<file path="src/acw_pkg.sv">
// Purpose: Constants and types for the converter control word decoder
// Assumes: 50 MHz clock, control word written over chip select and write strobe pins
// Notes: Function list below
// Function
// - Bits 11:10 pick power mode: normal, auto power-down, auto standby, full power-down
// - Mode 00 keeps every circuit powered all the time
// - Mode 01 powers everything down after each conversion ends
// - Mode 10 keeps reference powered; wake 7 us, 600 ns with external reference
// - Mode 11 powers all down but keeps the control word intact
// - Bit 9 picks straight binary (0) or twos complement (1)
// - Bit 8 picks external (0) or on-chip (1) reference
// - Bits 7:5 name next channel, or final channel of consecutive run
// - Bits 4:3 pick single-ended, fully differential or pseudo differential pairing
// - Bits 2:1 pick sequencer mode; only 10 opens channel-list access
// - Bit 0 picks span of reference or twice reference
// - Twelve-bit write-only word, written by select and strobe, zero after reset
// - Bits 2:1 = 10 load next write's bits 7:0 into channel list
// - Bits 2:1 = 01 update settings without restarting the running sequence
// - Bits 2:1 = 11 convert channel zero up to final channel, repeating
package acw_pkg;

	localparam int CLK_MHZ = 50;
	localparam int WORD_W = 12;
	localparam logic [WORD_W-1:0] WORD_RESET = 12'h000;

	// Field positions in the control word
	localparam int POS_PWR_HI = 11;
	localparam int POS_PWR_LO = 10;
	localparam int POS_CODING = 9;
	localparam int POS_REF = 8;
	localparam int POS_CH_HI = 7;
	localparam int POS_CH_LO = 5;
	localparam int POS_TYPE_HI = 4;
	localparam int POS_TYPE_LO = 3;
	localparam int POS_LIST_ACC = 2;
	localparam int POS_SCAN = 1;
	localparam int POS_RANGE = 0;
	localparam int LIST_W = 8;

	// Wake-up times
	localparam int STANDBY_WAKE_NS = 7000;
	localparam int EXT_REF_WAKE_NS = 600;
	localparam int SHUTDOWN_WAKE_NS = 1000;
	localparam int STANDBY_WAKE_CYC = (STANDBY_WAKE_NS * CLK_MHZ + 999) / 1000;
	localparam int EXT_REF_WAKE_CYC = (EXT_REF_WAKE_NS * CLK_MHZ + 999) / 1000;
	localparam int SHUTDOWN_WAKE_CYC = (SHUTDOWN_WAKE_NS * CLK_MHZ + 999) / 1000;
	localparam int WAKE_W = 9;

	typedef enum logic [1:0] {
		PM_NORMAL = 2'b00,
		PM_AUTO_DOWN = 2'b01,
		PM_AUTO_STANDBY = 2'b10,
		PM_FULL_DOWN = 2'b11
	} acw_power_mode_t;

	typedef enum logic [1:0] {
		IT_SINGLE = 2'b00,
		IT_DIFF = 2'b01,
		IT_PSEUDO4 = 2'b10,
		IT_PSEUDO7 = 2'b11
	} acw_input_type_t;

	// Encoded as {list access bit, scan bit}
	typedef enum logic [1:0] {
		SQ_OFF = 2'b00,
		SQ_KEEP = 2'b01,
		SQ_LIST = 2'b10,
		SQ_CONSEC = 2'b11
	} acw_seq_mode_t;

	typedef enum logic [1:0] {
		PS_UP = 2'b00,
		PS_DOWN = 2'b01,
		PS_WAKE = 2'b10
	} acw_pwr_state_t;

endpackage

</file>
<file path="src/acw_pwr_if.sv">
// Purpose: Carrier between word decoder and power sequencer
// Assumes: Single clock domain
// Notes: None
`timescale 1ns/1ns
interface acw_pwr_if;
	import acw_pkg::*;
	acw_power_mode_t mode;
	logic ref_internal;
	logic trig_fall;
	logic conv_done;
	logic core_on;
	logic ref_on;
	logic ready;
	modport ctrl (output mode, ref_internal, trig_fall, conv_done, input core_on, ref_on, ready);
	modport pwr (input mode, ref_internal, trig_fall, conv_done, output core_on, ref_on, ready);
endinterface

</file>
<file path="src/acw_power.sv">
// Purpose: Power state sequencing for the converter
// Assumes: Trigger edge and conversion done come as one-cycle pulses
// Notes: Control word is held elsewhere, so power-down never loses it
`timescale 1ns/1ns
module acw_power
	import acw_pkg::*;
(
	input wire logic clock,
	input wire logic rst,
	acw_pwr_if.pwr pif
);

	acw_pwr_state_t state_q;
	logic [WAKE_W-1:0] wake_cnt_q;
	logic [WAKE_W-1:0] wake_len;

	// Standby keeps the reference alive, so only the external case is quick
	always_comb begin
		if (pif.mode == PM_AUTO_STANDBY) begin
			wake_len = pif.ref_internal ? WAKE_W'(STANDBY_WAKE_CYC) : WAKE_W'(EXT_REF_WAKE_CYC);
		end else begin
			wake_len = WAKE_W'(SHUTDOWN_WAKE_CYC);
		end
	end

	//////////////////////////////////////////////////////////////////////////////////
	always_ff @(posedge clock) begin
		if (rst) begin
			state_q <= PS_UP;
			wake_cnt_q <= '0;
		end else begin
			unique case (state_q)
				PS_UP: begin
					if (pif.mode == PM_FULL_DOWN) begin
						state_q <= PS_DOWN;
					end else if (pif.conv_done && pif.mode != PM_NORMAL) begin
						state_q <= PS_DOWN;
					end
				end
				PS_DOWN: begin
					if (pif.mode == PM_NORMAL || (pif.trig_fall && pif.mode != PM_FULL_DOWN)) begin
						state_q <= PS_WAKE;
						wake_cnt_q <= wake_len;
					end
				end
				PS_WAKE: begin
					if (pif.mode == PM_FULL_DOWN) begin
						state_q <= PS_DOWN;
					end else if (wake_cnt_q <= WAKE_W'(1)) begin
						state_q <= PS_UP;
					end else begin
						wake_cnt_q <= wake_cnt_q - WAKE_W'(1);
					end
				end
				default: state_q <= PS_UP;
			endcase
		end
	end

	assign pif.core_on = (state_q != PS_DOWN);
	assign pif.ref_on = pif.core_on || (pif.mode == PM_AUTO_STANDBY);
	assign pif.ready = (state_q == PS_UP);

endmodule

</file>
<file path="src/acw_top.sv">
// Purpose: Control word capture, field decode, channel sequencer and power control
// Assumes: Pins are asynchronous; conv_done comes from same-clock logic
// Notes: Data bus must settle before the strobe rises, as it is sampled with it
`timescale 1ns/1ns
module acw_top
	import acw_pkg::*;
(
	input wire logic clock,
	input wire logic rst,
	input wire logic cs_n,
	input wire logic wr_n,
	input wire logic [WORD_W-1:0] db,
	input wire logic conversion_trigger_n,
	input wire logic conv_done,
	output logic [WORD_W-1:0] control_word_q,
	output logic [LIST_W-1:0] channel_list_q,
	output logic coding_twos_q,
	output logic ref_internal_q,
	output logic range_double_q,
	output logic [1:0] input_type_q,
	output logic [1:0] run_mode_q,
	output logic [2:0] conv_channel_q,
	output logic [2:0] vin_pos_q,
	output logic [2:0] vin_neg_q,
	output logic vin_neg_agnd_q,
	output logic channel_illegal_q,
	output logic core_on_q,
	output logic ref_on_q,
	output logic ready_q
);

	//////////////////////////////////////////////////////////////////////////////////
	// Pin synchronisers
	logic cs_n_m, cs_n_s;
	logic wr_n_m, wr_n_s, wr_n_p;
	logic trig_m, trig_s, trig_p;
	logic [WORD_W-1:0] db_m, db_s;

	always_ff @(posedge clock) begin
		if (rst) begin
			cs_n_m <= 1'b1;
			cs_n_s <= 1'b1;
			wr_n_m <= 1'b1;
			wr_n_s <= 1'b1;
			wr_n_p <= 1'b1;
			trig_m <= 1'b1;
			trig_s <= 1'b1;
			trig_p <= 1'b1;
			db_m <= '0;
			db_s <= '0;
		end else begin
			cs_n_m <= cs_n;
			cs_n_s <= cs_n_m;
			wr_n_m <= wr_n;
			wr_n_s <= wr_n_m;
			wr_n_p <= wr_n_s;
			trig_m <= conversion_trigger_n;
			trig_s <= trig_m;
			trig_p <= trig_s;
			db_m <= db;
			db_s <= db_m;
		end
	end

	logic wr_take;
	logic trig_fall;
	assign wr_take = !wr_n_p && wr_n_s && !cs_n_s;
	assign trig_fall = trig_p && !trig_s;

	//////////////////////////////////////////////////////////////////////////////////
	// Control word and channel list
	logic list_pending_q;
	logic restart;
	logic [1:0] wr_seq;

	assign wr_seq = {db_s[POS_LIST_ACC], db_s[POS_SCAN]};

	always_ff @(posedge clock) begin
		if (rst) begin
			control_word_q <= WORD_RESET;
			channel_list_q <= '0;
			list_pending_q <= 1'b0;
		end else if (wr_take) begin
			if (list_pending_q) begin
				channel_list_q <= db_s[LIST_W-1:0];
				list_pending_q <= 1'b0;
			end else begin
				control_word_q <= db_s;
				list_pending_q <= (wr_seq == SQ_LIST);
			end
		end
	end

	// A keep-mode write leaves the run alone; all others restart it
	assign restart = wr_take && (list_pending_q || wr_seq != SQ_KEEP);

	always_ff @(posedge clock) begin
		if (rst) begin
			run_mode_q <= SQ_OFF;
		end else if (wr_take) begin
			if (list_pending_q) begin
				run_mode_q <= SQ_LIST;
			end else if (wr_seq == SQ_OFF || wr_seq == SQ_CONSEC) begin
				run_mode_q <= wr_seq;
			end
		end
	end

	//////////////////////////////////////////////////////////////////////////////////
	// Field decode
	always_ff @(posedge clock) begin
		if (rst) begin
			coding_twos_q <= 1'b0;
			ref_internal_q <= 1'b0;
			range_double_q <= 1'b0;
			input_type_q <= IT_SINGLE;
		end else begin
			coding_twos_q <= control_word_q[POS_CODING];
			ref_internal_q <= control_word_q[POS_REF];
			range_double_q <= control_word_q[POS_RANGE];
			input_type_q <= control_word_q[POS_TYPE_HI:POS_TYPE_LO];
		end
	end

	//////////////////////////////////////////////////////////////////////////////////
	// Channel sequencer
	logic [2:0] final_ch;
	logic first_q;
	assign final_ch = control_word_q[POS_CH_HI:POS_CH_LO];

	function automatic logic [2:0] next_listed(input logic [LIST_W-1:0] list,
		input logic [2:0] cur, input logic first);
		logic [2:0] start;
		logic [2:0] idx;
		logic found;
		next_listed = cur;
		found = 1'b0;
		start = first ? 3'h0 : cur + 3'h1;
		for (int i = 0; i < LIST_W; i++) begin
			idx = start + 3'(i);
			if (!found && list[idx]) begin
				next_listed = idx;
				found = 1'b1;
			end
		end
	endfunction

	// Empty list keeps the last channel rather than stalling the trigger
	always_ff @(posedge clock) begin
		if (rst) begin
			conv_channel_q <= 3'h0;
			first_q <= 1'b1;
		end else if (restart) begin
			first_q <= 1'b1;
		end else if (trig_fall) begin
			first_q <= 1'b0;
			unique case (run_mode_q)
				SQ_OFF: conv_channel_q <= final_ch;
				SQ_LIST: conv_channel_q <= next_listed(channel_list_q, conv_channel_q, first_q);
				SQ_CONSEC: begin
					if (first_q || conv_channel_q >= final_ch) begin
						conv_channel_q <= 3'h0;
					end else begin
						conv_channel_q <= conv_channel_q + 3'h1;
					end
				end
				SQ_KEEP: conv_channel_q <= conv_channel_q;
			endcase
		end
	end

	//////////////////////////////////////////////////////////////////////////////////
	// Input pairing of the converted channel
	always_ff @(posedge clock) begin
		if (rst) begin
			vin_pos_q <= 3'h0;
			vin_neg_q <= 3'h0;
			vin_neg_agnd_q <= 1'b1;
			channel_illegal_q <= 1'b0;
		end else begin
			vin_pos_q <= conv_channel_q;
			channel_illegal_q <= 1'b0;
			unique case (input_type_q)
				IT_SINGLE: begin
					vin_neg_q <= 3'h0;
					vin_neg_agnd_q <= 1'b1;
				end
				IT_DIFF, IT_PSEUDO4: begin
					vin_neg_q <= conv_channel_q ^ 3'h1;
					vin_neg_agnd_q <= 1'b0;
				end
				IT_PSEUDO7: begin
					vin_neg_q <= 3'h7;
					vin_neg_agnd_q <= 1'b0;
					channel_illegal_q <= (conv_channel_q == 3'h7);
				end
			endcase
		end
	end

	//////////////////////////////////////////////////////////////////////////////////
	// Power control
	acw_pwr_if pif ();

	assign pif.mode = acw_power_mode_t'(control_word_q[POS_PWR_HI:POS_PWR_LO]);
	assign pif.ref_internal = control_word_q[POS_REF];
	assign pif.trig_fall = trig_fall;
	assign pif.conv_done = conv_done;

	acw_power u_power (
		.clock(clock),
		.rst(rst),
		.pif(pif)
	);

	always_ff @(posedge clock) begin
		if (rst) begin
			core_on_q <= 1'b1;
			ref_on_q <= 1'b1;
			ready_q <= 1'b1;
		end else begin
			core_on_q <= pif.core_on;
			ref_on_q <= pif.ref_on;
			ready_q <= pif.ready;
		end
	end

endmodule

</file>
<file path="config.mk">
export PLATFORM = sky130hd
export DESIGN_NAME = acw_top
export DESIGN_NICKNAME = d
export VERILOG_FILES = /design/src/acw_pkg.sv /design/src/acw_pwr_if.sv /design/src/acw_power.sv /design/src/acw_top.sv
export SDC_FILE = /design/constraint.sdc
export NUM_CORES = 1
export LEC_CHECK = 0
export BUFFER_PORTS_ARGS = -buffer_cell sky130_fd_sc_hd__buf_2
export CORE_MARGIN = 1.5
export CORE_UTILIZATION = 55
export DETAILED_ROUTE_END_ITERATION = 8
export GPL_ROUTABILITY_DRIVEN = 0
export PLACE_DENSITY = 0.77
export SYNTH_ARGS = -nofsm -noshare
export SYNTH_HDL_FRONTEND = slang
export SYNTH_SLANG_ARGS = --single-unit
</file>
<file path="constraint.sdc">
create_clock -name clock -period 4.65 [get_ports clock]
set_clock_uncertainty 0.15 [all_clocks]
set_input_delay 0.465 -clock clock [delete_from_list [all_inputs] [get_ports clock]]
set_output_delay 0.465 -clock clock [all_outputs]
set_load 0.005 [all_outputs]
</file>
=== Word level (Yosys, flattened, before mapping) ===
Index checks and enable logic that the tools add are counted.

* Bits in registers: 86
* Latch bits: 0
* RAM bits: 0
* Memory bits (read-only): 0
* Output and inout bits: 41
* Logic and storage cells: 200
* Memories kept: 0

* $add $sub $neg: 9
* $mul: 0
* Divide/modulo/power cells: 0
* Magnitude comparators: 10
* Eq/ne operators: 22
* Shift operators: 0
* Multiplexer cells: 79
* Bitwise logic cells: 5
* Reductions and logical operators: 46

{| class="wikitable"
|+ Operators with widths
! kind !! count
|-
| 2-to-1 mux 9 bit || 5
|-
| 2-to-1 mux 1 bit || 44
|-
| less-than comparator 3 x 4 -> 1 bit (second input constant) || 8
|-
| 2-to-1 mux 3 bit || 10
|-
| binary-select mux 1 bit (select 3 bit) || 8
|-
| == test 2 bit (second input constant) || 9
|-
| one-hot mux 3 bit (3 select lines) || 2
|-
| one-hot mux 9 bit (2 select lines) || 1
|-
| 2-to-1 mux 2 bit || 7
|-
| logical AND 1 bit || 13
|-
| adder 3 bit (second input constant) || 4
|-
| zero test 1 bit || 10
|-
| zero test 2 bit || 5
|-
| less-or-equal comparator 9 x 1 -> 1 bit (second input constant) || 1
|-
| inequality test 9 bit (second input constant) || 1
|-
| subtractor 9 x 1 -> 9 bit (second input constant) || 1
|-
| AND reduction 4 bit || 2
|-
| adder 3 x 1 -> 3 bit (second input constant) || 2
|-
| adder 3 x 2 -> 3 bit (second input constant) || 2
|-
| == test 2 x 1 -> 1 bit (second input constant) || 3
|-
| inequality test 2 x 1 -> 1 bit (second input constant) || 3
|-
| inequality test 2 bit (second input constant) || 3
|-
| inequality test 3 x 1 -> 1 bit (second input constant) || 2
|-
| one-hot mux 2 bit (3 select lines) || 1
|-
| 10 further kinds || 24
|}

=== Logic depth before layout (Yosys ltp) ===
Gate-level depths: netlist of the first run.

* Word-level depth: 55
* Gate-level depth with buffers: 13

=== Modules after synthesis ===
Synthesis of the first run repeated with hierarchy kept, for this count alone.

* Cell total of the unflattened synthesis: 478
* Area total of the unflattened synthesis: 4160.2 um^2

{| class="wikitable"
|+ By module, submodules not included
! module !! instances !! cells an instance !! area an instance (um^2) !! sequential area each (um^2)
|-
| acw_top || 1 || 382 || 3427.0 || 1501.4
|-
| acw_power || 1 || 96 || 733.2 || 220.2
|}

=== Worst setup path before layout of the first run ===
Ideal clock, no wire load.

* Path type: register -> register
* Start: register conv_channel_q[0]
* End: register conv_channel_q[0]
* Library setup time: 0.142 ns
* Arrival: 3.189 ns
* Setup slack: 1.168 ns
* Stages on the path, launching flop included: 14
* Clock period less this slack: 3.482 ns
* Cell sequence: dfxtp_1 -> ha_1 -> buf_4 -> and2b_1 -> buf_4 -> inv_2 -> ha_1 -> clkbuf_1 -> mux4_2 -> nand3_2 -> nor4b_4 -> or4_1 -> a31oi_1 -> a211oi_1

* Cells in the longest elaborated chain, start to end: 55
* Elaborated cells between the ends (all ways): 88
* Classes of those cells: 8 x add/sub; 1 x order compare; 1 x eq/ne; 62 x mux; 16 x reduce/logical

{| class="wikitable"
|+ Ends and longest elaborated chain
! what !! line !! RTL
|-
| from (decl) || acw_top.sv:22 || <nowiki>output logic [2:0] conv_channel_q,</nowiki>
|-
| from (signal assigned) || acw_top.sv:158 || <nowiki>SQ_OFF: conv_channel_q <= final_ch;</nowiki>
|-
| from (signal assigned) || acw_top.sv:159 || <nowiki>SQ_LIST: conv_channel_q <= next_listed(channel_list_q, conv_channel_q, first_q);</nowiki>
|-
| from (signal assigned) || acw_top.sv:164 || <nowiki>conv_channel_q <= conv_channel_q + 3'h1;</nowiki>
|-
| adder 3 x 1 -> 3 bit || acw_top.sv:138, acw_top.sv:164 ||
|-
| 2-to-1 mux 3 bit || acw_top.sv:138 || <nowiki>start = first ? 3'h0 : cur + 3'h1;</nowiki>
|-
| binary-select mux 1 bit (select 3 bit) || acw_top.sv:141 || <nowiki>if (!found && list[idx]) begin</nowiki>
|-
| 2-to-1 mux 1 bit (implied by the code) || acw_top.sv:141 ||
|-
| 2-to-1 mux 1 bit || acw_top.sv:141 ||
|-
| 2-to-1 mux 1 bit || acw_top.sv:157 || <nowiki>unique case (run_mode_q)</nowiki>
|-
| 2-to-1 mux 1 bit || acw_top.sv:155 || <nowiki>end else if (trig_fall) begin</nowiki>
|-
| 2-to-1 mux 1 bit || acw_top.sv:153 || <nowiki>end else if (restart) begin</nowiki>
|-
| [39 not listed] || -- ||
|-
| 2-to-1 mux 1 bit || acw_top.sv:157 ||
|-
| 2-to-1 mux 1 bit || acw_top.sv:155 ||
|-
| 2-to-1 mux 1 bit || acw_top.sv:153 ||
|-
| 2-to-1 mux 1 bit || acw_top.sv:150 || <nowiki>if (rst) begin</nowiki>
|-
| zero test 1 bit || acw_top.sv:141 ||
|-
| logical AND 1 bit || acw_top.sv:141 ||
|-
| inequality test 9 bit (no source line) / 2-to-1 mux 3 bit (equally long branches) || -- ||
|-
| AND reduction 4 bit (no source line) / one-hot mux 3 bit (3 select lines) (equally long branches) || -- ||
|}

Parallel ways exist; a longest one is shown, timed or not. The select of a mux whose other input is x is not followed.
A chain may end at the register's enable or synchronous reset.

=== Worst setup path in the final report of the first run ===
Ends and elaborated chain as after synthesis.

==> impl_metrics.toml, run 1 <==
[synth]
synthXorXnorAreaFrac_pct = 1.29
netlist_area_mm2 = 0.00408
synth_edf_count = 0
synthDominantCellAreaShare_pct = 42.2
synth-compound-area-share_pct = 15.3
synth_fa_ha_area_share_pct = 4.17
synth_cell_types = 63
syn-num-nets = 489
postSynthCellCount = 459
synth_top_family_by_area = "simple AND/OR/NAND/NOR gates"
yosys_warnings = 0
synth_top_flop_cell = "dfxtp_1"
yosys_register_bits = 86
yosysTopAreaCell = "dfxtp_1"
muxShareOfSynthArea_pct = 10.1
ys_seq_area_share_pct = 42.2
ys_async_sr_fraction_pct = 0
yosysMostFrequentCell = "dfxtp_1"
synth.avg_cell_area_um2 = 8.90
synth_area_leaders = "dfxtp_1, a21oi_1, nand2_1, nor2b_1, mux4_2"
synthTopCellsByCount = "dfxtp_1, nand2_1, a21oi_1, nor2_1, nor2b_1"
yosys.area_share.simple_pct = 23.2

[route]
routed_wl_um = 8810
drtAntennaViolNets = 0
wl_met3_um = 536
drtIter0Drc = 243
wl_met1_um = 4010
drc_errors = 0
drt_pass1_iterations = 5
top_layer_used = "met4"
avgViaCountPerCell = 5.61
wl_met2_um = 4090
num_vias = 3454
routedWlPerCell_um = 14.3

[clocking]
cts_buffer_depth = 2
cts_inserted_buffers = 9
post_cts_buffers = 0
post_cts_resized = 0
htreeDepth = 3
clk-insertion-delay-late_ns = 0.35
clockRootBuffer = "clkbuf_8"
hold_buffers = 0
clock-sinks = 86
cts_tree = "built"
path_clk_slew_ns = 0.08

[floorplan]
ios = 59
die_y_um = 89.2
dieArea_mm2 = 0.00795
core.rowCount = 31
dieWidth_um = 89.2
core_area_mm2 = 0.00721
start_util_pct = 56.6

[layout]
layout.nets = 542
diodes = 0
final_layout_size_suffix_gt1_share_pct = 20.7
area_growth_pct = 13.1
final.fill_count = 625
fin_cells = 616

[timing]
tightest_slew_ns = 0.833
post-route-period-util_pct = 91.2
grt_setup_unrepaired = "no"
final-hold-violation-count = 0
fmax_mhz = 236
period_needed_ns = 4.24
setup_slack_ns = 0.407
slew_violations = 0
slew_headroom_pct = 44.2
tns_ns = 0
setup_viol = 0

[global_route]
track_usage_pct = 23.3
grt_max_degree = 44
first_global_vias = 3077
overflow = 0
antenna_found_initial = 0
grt_pass1_wl_um = 14400

[worst_setup_path]
critPathCaptureType = "flop"
cp-start-kind = "flop"
required_ns = 4.69
crit_type = "flop to flop"
slowest_stage = "dfxtp_1"
cp_cell_sequence = "ha_1 > and2b_1 > inv_2 > ha_1 > mux4_2 > nand3_2 > nor4b_4 > or4_1 > a31oi_1 > a211oi_1"
slowest_delay_ns = 0.67
path_max_fanout = 15
cpMostUsedCell = "ha_1"
worstPathArrival_ns = 4.29

[placement]
dpl.hpwl_um = 6290
port-buffer-count = 58
place_ws_ns = 0.500
place_inst = 600

[pwr]
p_leak_nw = 1.86
vdd_drop_max_uv = 258
p_per_area_mw_per_mm2 = 293

[run_status]
status = "completed"

[run]
maxCapViolCount = 0

[hold_path]
hp-class = "primary input to flop"
[area by class of cell]
cell class | instances | area (um^2) | share of cell area (%)
clock buffers | 11 | 131 | 2.84
flip-flops and latches | 86 | 1720 | 37.3
multi-input cells | 336 | 2210 | 47.8
clock inverters | 5 | 58.8 | 1.27
repair buffers | 60 | 305 | 6.61
well taps | 99 | 124 | 2.68
inverters | 19 | 71.3 | 1.54
[final timing paths]
kind | from | endpoint | slack, ns | depth (start not counted)
hold reg to reg | cs_n_m$_SDFF_PP1_ | cs_n_s$_SDFF_PP1_ | 0.26 | 1
setup / recovery | conv_channel_q[0]$_SDFFE_PP0P_ | conv_channel_q[0]$_SDFFE_PP0P_ | 0.41 | 10
setup reg to reg | conv_channel_q[0]$_SDFFE_PP0P_ | conv_channel_q[0]$_SDFFE_PP0P_ | 0.41 | 10
hold / removal | conversion_trigger_n | trig_m$_SDFF_PP1_ | 0.15 | 2
[flip-flops by register name, summed over array words and instances (netlist names), 2 cells and up]
name	count
db_m	12
control_word_q	12
channel_list_q	8
run_mode_q	2
input_type_q	2
vin_pos_q	3
conv_channel_q	3
u_power.state_q	2
vin_neg_q	3
u_power.wake_cnt_q	9
db_s	12
[cell families (layout without fill, tap and decap cells)]
| kind of cell | Yosys count | in the layout |
|---|---|---|
| simple gates | 185 | 185 |
| flops | 86 | 86 |
| buf+inv | 37 | 95 |
| mux | 29 | 29 |
| compound gates | 102 | 102 |
| xor+xnor | 6 | 6 |
| fa+ha+maj | 14 | 14 |
[metal layers]
metal	vias to the layer above	track usage (%)
li1	1705	-
met4	0	9.09
met3	23	5.36
met1	1588	31.1
met2	138	36.8
met5	-	0
[where the power goes]
part / switching [W] / internal, W
Sequential: 0.0000101 / 0.000751
Clock: 0.000256 / 0.000250
Combinational: 0.0000475 / 0.0000388
Total: 0.000313 / 0.00104
[cell usage in the layout (no fill, tap or decap), types with 3 or more instances in the layout]
| cell | instances |
|---|---|
| a211o_1 | 3 |
| a211oi_1 | 3 |
| a21oi_1 | 51 |
| a31oi_1 | 5 |
| and2b_1 | 3 |
| and3_1 | 4 |
| buf_2 | 58 |
| clkbuf_8 | 9 |
| dfxtp_1 | 86 |
| ha_1 | 12 |
| inv_1 | 17 |
| mux2_2 | 5 |
| mux2i_1 | 14 |
| mux4_2 | 7 |
| nand2_1 | 57 |
| nand2b_1 | 8 |
| nand3_1 | 4 |
| nor2_1 | 39 |
| nor2b_1 | 34 |
| nor3_1 | 9 |
| nor3b_1 | 3 |
| o21ai_0 | 9 |
| o22ai_1 | 4 |
| or2_2 | 10 |
| xnor2_1 | 4 |
[per-stage QoR]
step / power, W / util [%] / cell area (um^2) / hold WS (ns)
final: 0.00135 / 64.0 / 4620 / 0.151
after global routing: 0.00141 / 64.0 / 4620 / 0.139
after CTS: 0.00136 / 64.0 / 4620 / 0.141
after detailed placement: 0.000864 / 61.4 / 4430 / 0.245
after global placement: 0.000861 / 61.4 / 4430 / 0.244
after floorplan: 0.000843 / - / 4080 / 0.239
[worst max-delay path: cells and delay by family (launching register included)]
kind	cells	cell delay, ns
AOI/OAI and AO/OA	2	0.29
adders and majority gates	2	0.89
buffers and inverters	1	0.18
DFF	1	0.67
muxes	1	0.63
and+or+nand+nor	4	1.27
Note: power is estimated with default switching activity, not from simulation.
==> inputs of run 2 (changes only) <==
--- a/config.mk
+++ b/config.mk
@@ -6,6 +6,8 @@
 export NUM_CORES = 1
 export LEC_CHECK = 0
 export BUFFER_PORTS_ARGS = -buffer_cell sky130_fd_sc_hd__buf_2
+export CAP_MARGIN = 20
+export CORE_ASPECT_RATIO = 1.5
 export CORE_MARGIN = 1.5
 export CORE_UTILIZATION = 55
 export DETAILED_ROUTE_END_ITERATION = 8
==> impl_metrics.toml, run 2 (same netlist as run 1, synthesis figures left out) <==
[timing]
period_needed_ns = 3.80
slew_violations = 0
tns_ns = 0
tightest_slew_ns = 0.949
fmax_mhz = 263
setup_viol = 0
slew_headroom_pct = 36.5
post-route-period-util_pct = 81.7
grt_setup_unrepaired = "no"
final-hold-violation-count = 0

[layout]
fin_util_pct = 64.1
final_cell_mix = "dfxtp_1, buf_2, nand2_1"
diodes = 0
final_layout_size_suffix_gt1_share_pct = 21.1
final_cell_area_mm2 = 0.00463
area_growth_pct = 13.5
layout.nets = 542
top_regs = "control_word_q: 12 flops, db_m: 12 flops, db_s: 12 flops"
final_common_cell = "dfxtp_1"

[route]
drt_pass1_iterations = 5
drtAntennaViolNets = 0
num_vias = 3502
drtIter0Drc = 273
routed_wl_um = 9250
avgViaCountPerCell = 5.68
drc_errors = 0
routedWlPerCell_um = 15.0

[global_route]
first_global_vias = 3174
overflow = 0
track_usage_pct = 24.9
antenna_found_initial = 0
grt_max_degree = 83
grt_pass1_wl_um = 15000

[clocking]
clockRootBuffer = "clkbuf_8"
clock-sinks = 86
htreeDepth = 3
post_cts_buffers = 0
cts_buffer_depth = 2
clk-insertion-delay-late_ns = 0.36
cts_tree = "built"
hold_buffers = 0
path_clk_slew_ns = 0.09
post_cts_resized = 0
cts_inserted_buffers = 9

[floorplan]
dieArea_mm2 = 0.00796
start_util_pct = 56.5
core.rowCount = 38
core_area_mm2 = 0.00723
ios = 59
dieWidth_um = 73.4
die_y_um = 109

[worst_setup_path]
required_ns = 4.72
cpMostUsedCell = "ha_1"
crit_type = "flop to flop"
cp-start-kind = "flop"
worstPathArrival_ns = 3.86
cp_cell_sequence = "ha_1 > and2b_1 > inv_2 > ha_1 > mux4_2 > nand3_2 > nor4b_4 > or4_1 > a31oi_1 > a211oi_1"
path_max_fanout = 15
critPathCaptureType = "flop"
crit_family = "simple AND/OR/NAND/NOR gates"
path_buf_inv = 1
slowest_delay_ns = 0.70
slowest_stage = "dfxtp_1"

[placement]
dpl.hpwl_um = 6760
dpl-instance-area_mm2 = 0.00443
port-buffer-count = 58

[pwr]
vdd_drop_max_uv = 267
power_w = 0.00138
p_per_area_mw_per_mm2 = 298
p_leak_nw = 1.87

[run_status]
status = "completed"

[run]
maxCapViolCount = 0

[hold_path]
hp-class = "primary input to flop"
run 2: cell count changes in the layout (fill, tap and decap cells not counted), sizes merged:
cell | before | now
clkbuf | 11 | 9
clkinv | 1 | 0
clkinvlp | 2 | 3
inv | 20 | 22
run 2: where the power goes:
group	switching, W	internal (W)
clock network	0.000276	0.000255
registers	0.0000105	0.000751
logic	0.0000489	0.0000387
total	0.000335	0.00105
run 2: layer usage:
layer	vias up	GRT usage (%)	part of all wire [%]
met4	0	12.6	4.3
met2	136	43.8	53
met5	-	0	0
met3	39	5.59	5.6
li1	1706	-	-
met1	1621	27.7	37
run 2: cell type report:
cell class	count	area, um^2
Clock buffer	9	124
Clock inverter	7	81.3
Fill cell	638	2590
Inverter	19	71.3
Multi-Input combinational cell	336	2210
Sequential cell	86	1720
Tap cell	100	125
Timing Repair Buffer	60	305
run 2: path summary, 6_finish.rpt:
kind	start	cells past startpoint	end	slack, ns
worst max-delay path	conv_channel_q[0]$_SDFFE_PP0P_	10	conv_channel_q[0]$_SDFFE_PP0P_	0.85
worst min-delay path	conversion_trigger_n	2	trig_m$_SDFF_PP1_	0.13
worst max register to register	conv_channel_q[0]$_SDFFE_PP0P_	10	conv_channel_q[0]$_SDFFE_PP0P_	0.85
worst min register to register	trig_m$_SDFF_PP1_	1	trig_s$_SDFF_PP1_	0.27
run 2: stage by stage:
step / worst slack (ns) / hold slack [ns] / instances
after global routing: 0.651 / 0.122 / 617
after floorplan: 1.17 / 0.239 / 459
after global placement: 1.02 / 0.242 / 601
final: 0.852 / 0.134 / 617
after detailed placement: 0.905 / 0.253 / 601
after CTS: 0.889 / 0.116 / 617
==> inputs of run 3 (changes only) <==
==> constraint.sdc (replaced) <==
create_clock -name clock -period 3.7 [get_ports clock]
set_clock_uncertainty 0.15 [all_clocks]
set_input_delay 0.37 -clock clock [delete_from_list [all_inputs] [get_ports clock]]
set_output_delay 0.37 -clock clock [all_outputs]
set_load 0.005 [all_outputs]
==> impl_metrics.toml, run 3 (same netlist as run 1, synthesis figures left out) <==
[run_status]
status = "completed"

[timing]
fmax_mhz = 294
final-hold-violation-count = 0
slew_headroom_pct = 36.4
slew_violations = 0
period_needed_ns = 3.40
tns_ns = 0
grt_setup_unrepaired = "no"
setup_viol = 0
tightest_slew_ns = 0.951
post-route-period-util_pct = 92.0

[clocking]
post_cts_buffers = 0
clk-insertion-delay-late_ns = 0.36
path_clk_slew_ns = 0.08
hold_buffers = 0
clock-sinks = 86
cts_buffer_depth = 2
cts_tree = "built"
cts_inserted_buffers = 9
post_cts_resized = 0
clockRootBuffer = "clkbuf_8"
htreeDepth = 3

[route]
num_vias = 3528
routed_wl_um = 9270
drtIter0Drc = 326
avgViaCountPerCell = 5.68
drc_errors = 0
drt_pass1_iterations = 5
routedWlPerCell_um = 14.9
drtAntennaViolNets = 0

[global_route]
antenna_found_initial = 0
overflow = 0
track_usage_pct = 24.7
grt_max_degree = 58
first_global_vias = 3275
grt_pass1_wl_um = 15100

[layout]
diodes = 0
final_common_cell = "dfxtp_1"
area_growth_pct = 14.2
layout.nets = 546
fin_util_pct = 64.6
final_cell_area_mm2 = 0.00467
final_layout_size_suffix_gt1_share_pct = 21.7
fin_cells = 621
top_regs = "control_word_q: 12 flops, db_m: 12 flops, db_s: 12 flops"
final_cell_mix = "dfxtp_1, buf_2, nand2_1"

[placement]
dpl-instance-area_mm2 = 0.00446
port-buffer-count = 58
dpl.hpwl_um = 6690
place_inst = 605

[floorplan]
ios = 59
dieArea_mm2 = 0.00796
die_y_um = 109
core.rowCount = 38
start_util_pct = 56.5
dieWidth_um = 73.4
core_area_mm2 = 0.00723

[pwr]
vdd_drop_max_uv = 344
p_per_area_mw_per_mm2 = 373
p_leak_nw = 1.90

[worst_setup_path]
critPathCaptureType = "flop"
crit_type = "flop to flop"
required_ns = 3.75
worstPathArrival_ns = 3.45
path_max_fanout = 9
cp-start-kind = "flop"
r2r_setup_slack_ns = 0.30

[hold_path]
hp-class = "primary input to flop"

[run]
maxCapViolCount = 0
[run 3: per-stage QoR]
| stage | hold WS, ns | worst slack (ns) | power, W |
|---|---|---|---|
| 3_3_place_gp | 0.242 | 0.399 | 0.00109 |
| 5_1_grt | 0.0425 | 0.153 | 0.00180 |
| 3_5_place_dp | 0.248 | 0.336 | 0.00109 |
| 2_1_floorplan | 0.239 | 0.218 | 0.00106 |
| 6_report | 0.0377 | 0.295 | 0.00174 |
| 4_1_cts | 0.0220 | 0.314 | 0.00175 |
[run 3: worst paths after layout]
kind | cells after the start | start | to
setup / recovery | 10 | conv_channel_q[1]$_SDFFE_PP0P_ | conv_channel_q[0]$_SDFFE_PP0P_
hold / removal | 2 | wr_n | wr_n_m$_SDFF_PP1_
setup reg to reg | 10 | conv_channel_q[1]$_SDFFE_PP0P_ | conv_channel_q[0]$_SDFFE_PP0P_
hold reg to reg | 1 | wr_n_m$_SDFF_PP1_ | wr_n_s$_SDFF_PP1_
[run 3: final cells by class]
class,instances,area (um^2)
flip-flops and latches,86,1720
clock buffers,10,138
multi-input cells,336,2210
clock inverters,6,68.8
inverters,19,71.3
repair buffers,64,335
well taps,100,125
fillers,652,2560
[run 3: power breakdown]
part	switching [W]	leakage [nW]	internal [W]	total [W]
logic	0.0000639	1.09	0.0000514	0.000115
registers	0.0000109	0.700	0.000944	0.000955
clock network	0.000334	0.103	0.000335	0.000669
total	0.000408	1.90	0.00133	0.00174
[run 3: worst max-delay path, stage by stage, from the launching register on]
cell and delay (ns):
dfxtp_1 0.37, ha_1 0.49, and2b_1 0.21, inv_2 0.09
ha_1 0.33, mux4_2 0.58, nand3_2 0.18, nor4b_4 0.07
or4_1 0.51, a31oi_1 0.17, a211oi_1 0.09
[run 3: metal layers]
metal / track usage, % / part of all wire, %
met3: 4.29 / 4.3
met4: 13.0 / 3.5
met5: 0 / 0
met1: 27.2 / 39
met2: 44.2 / 53
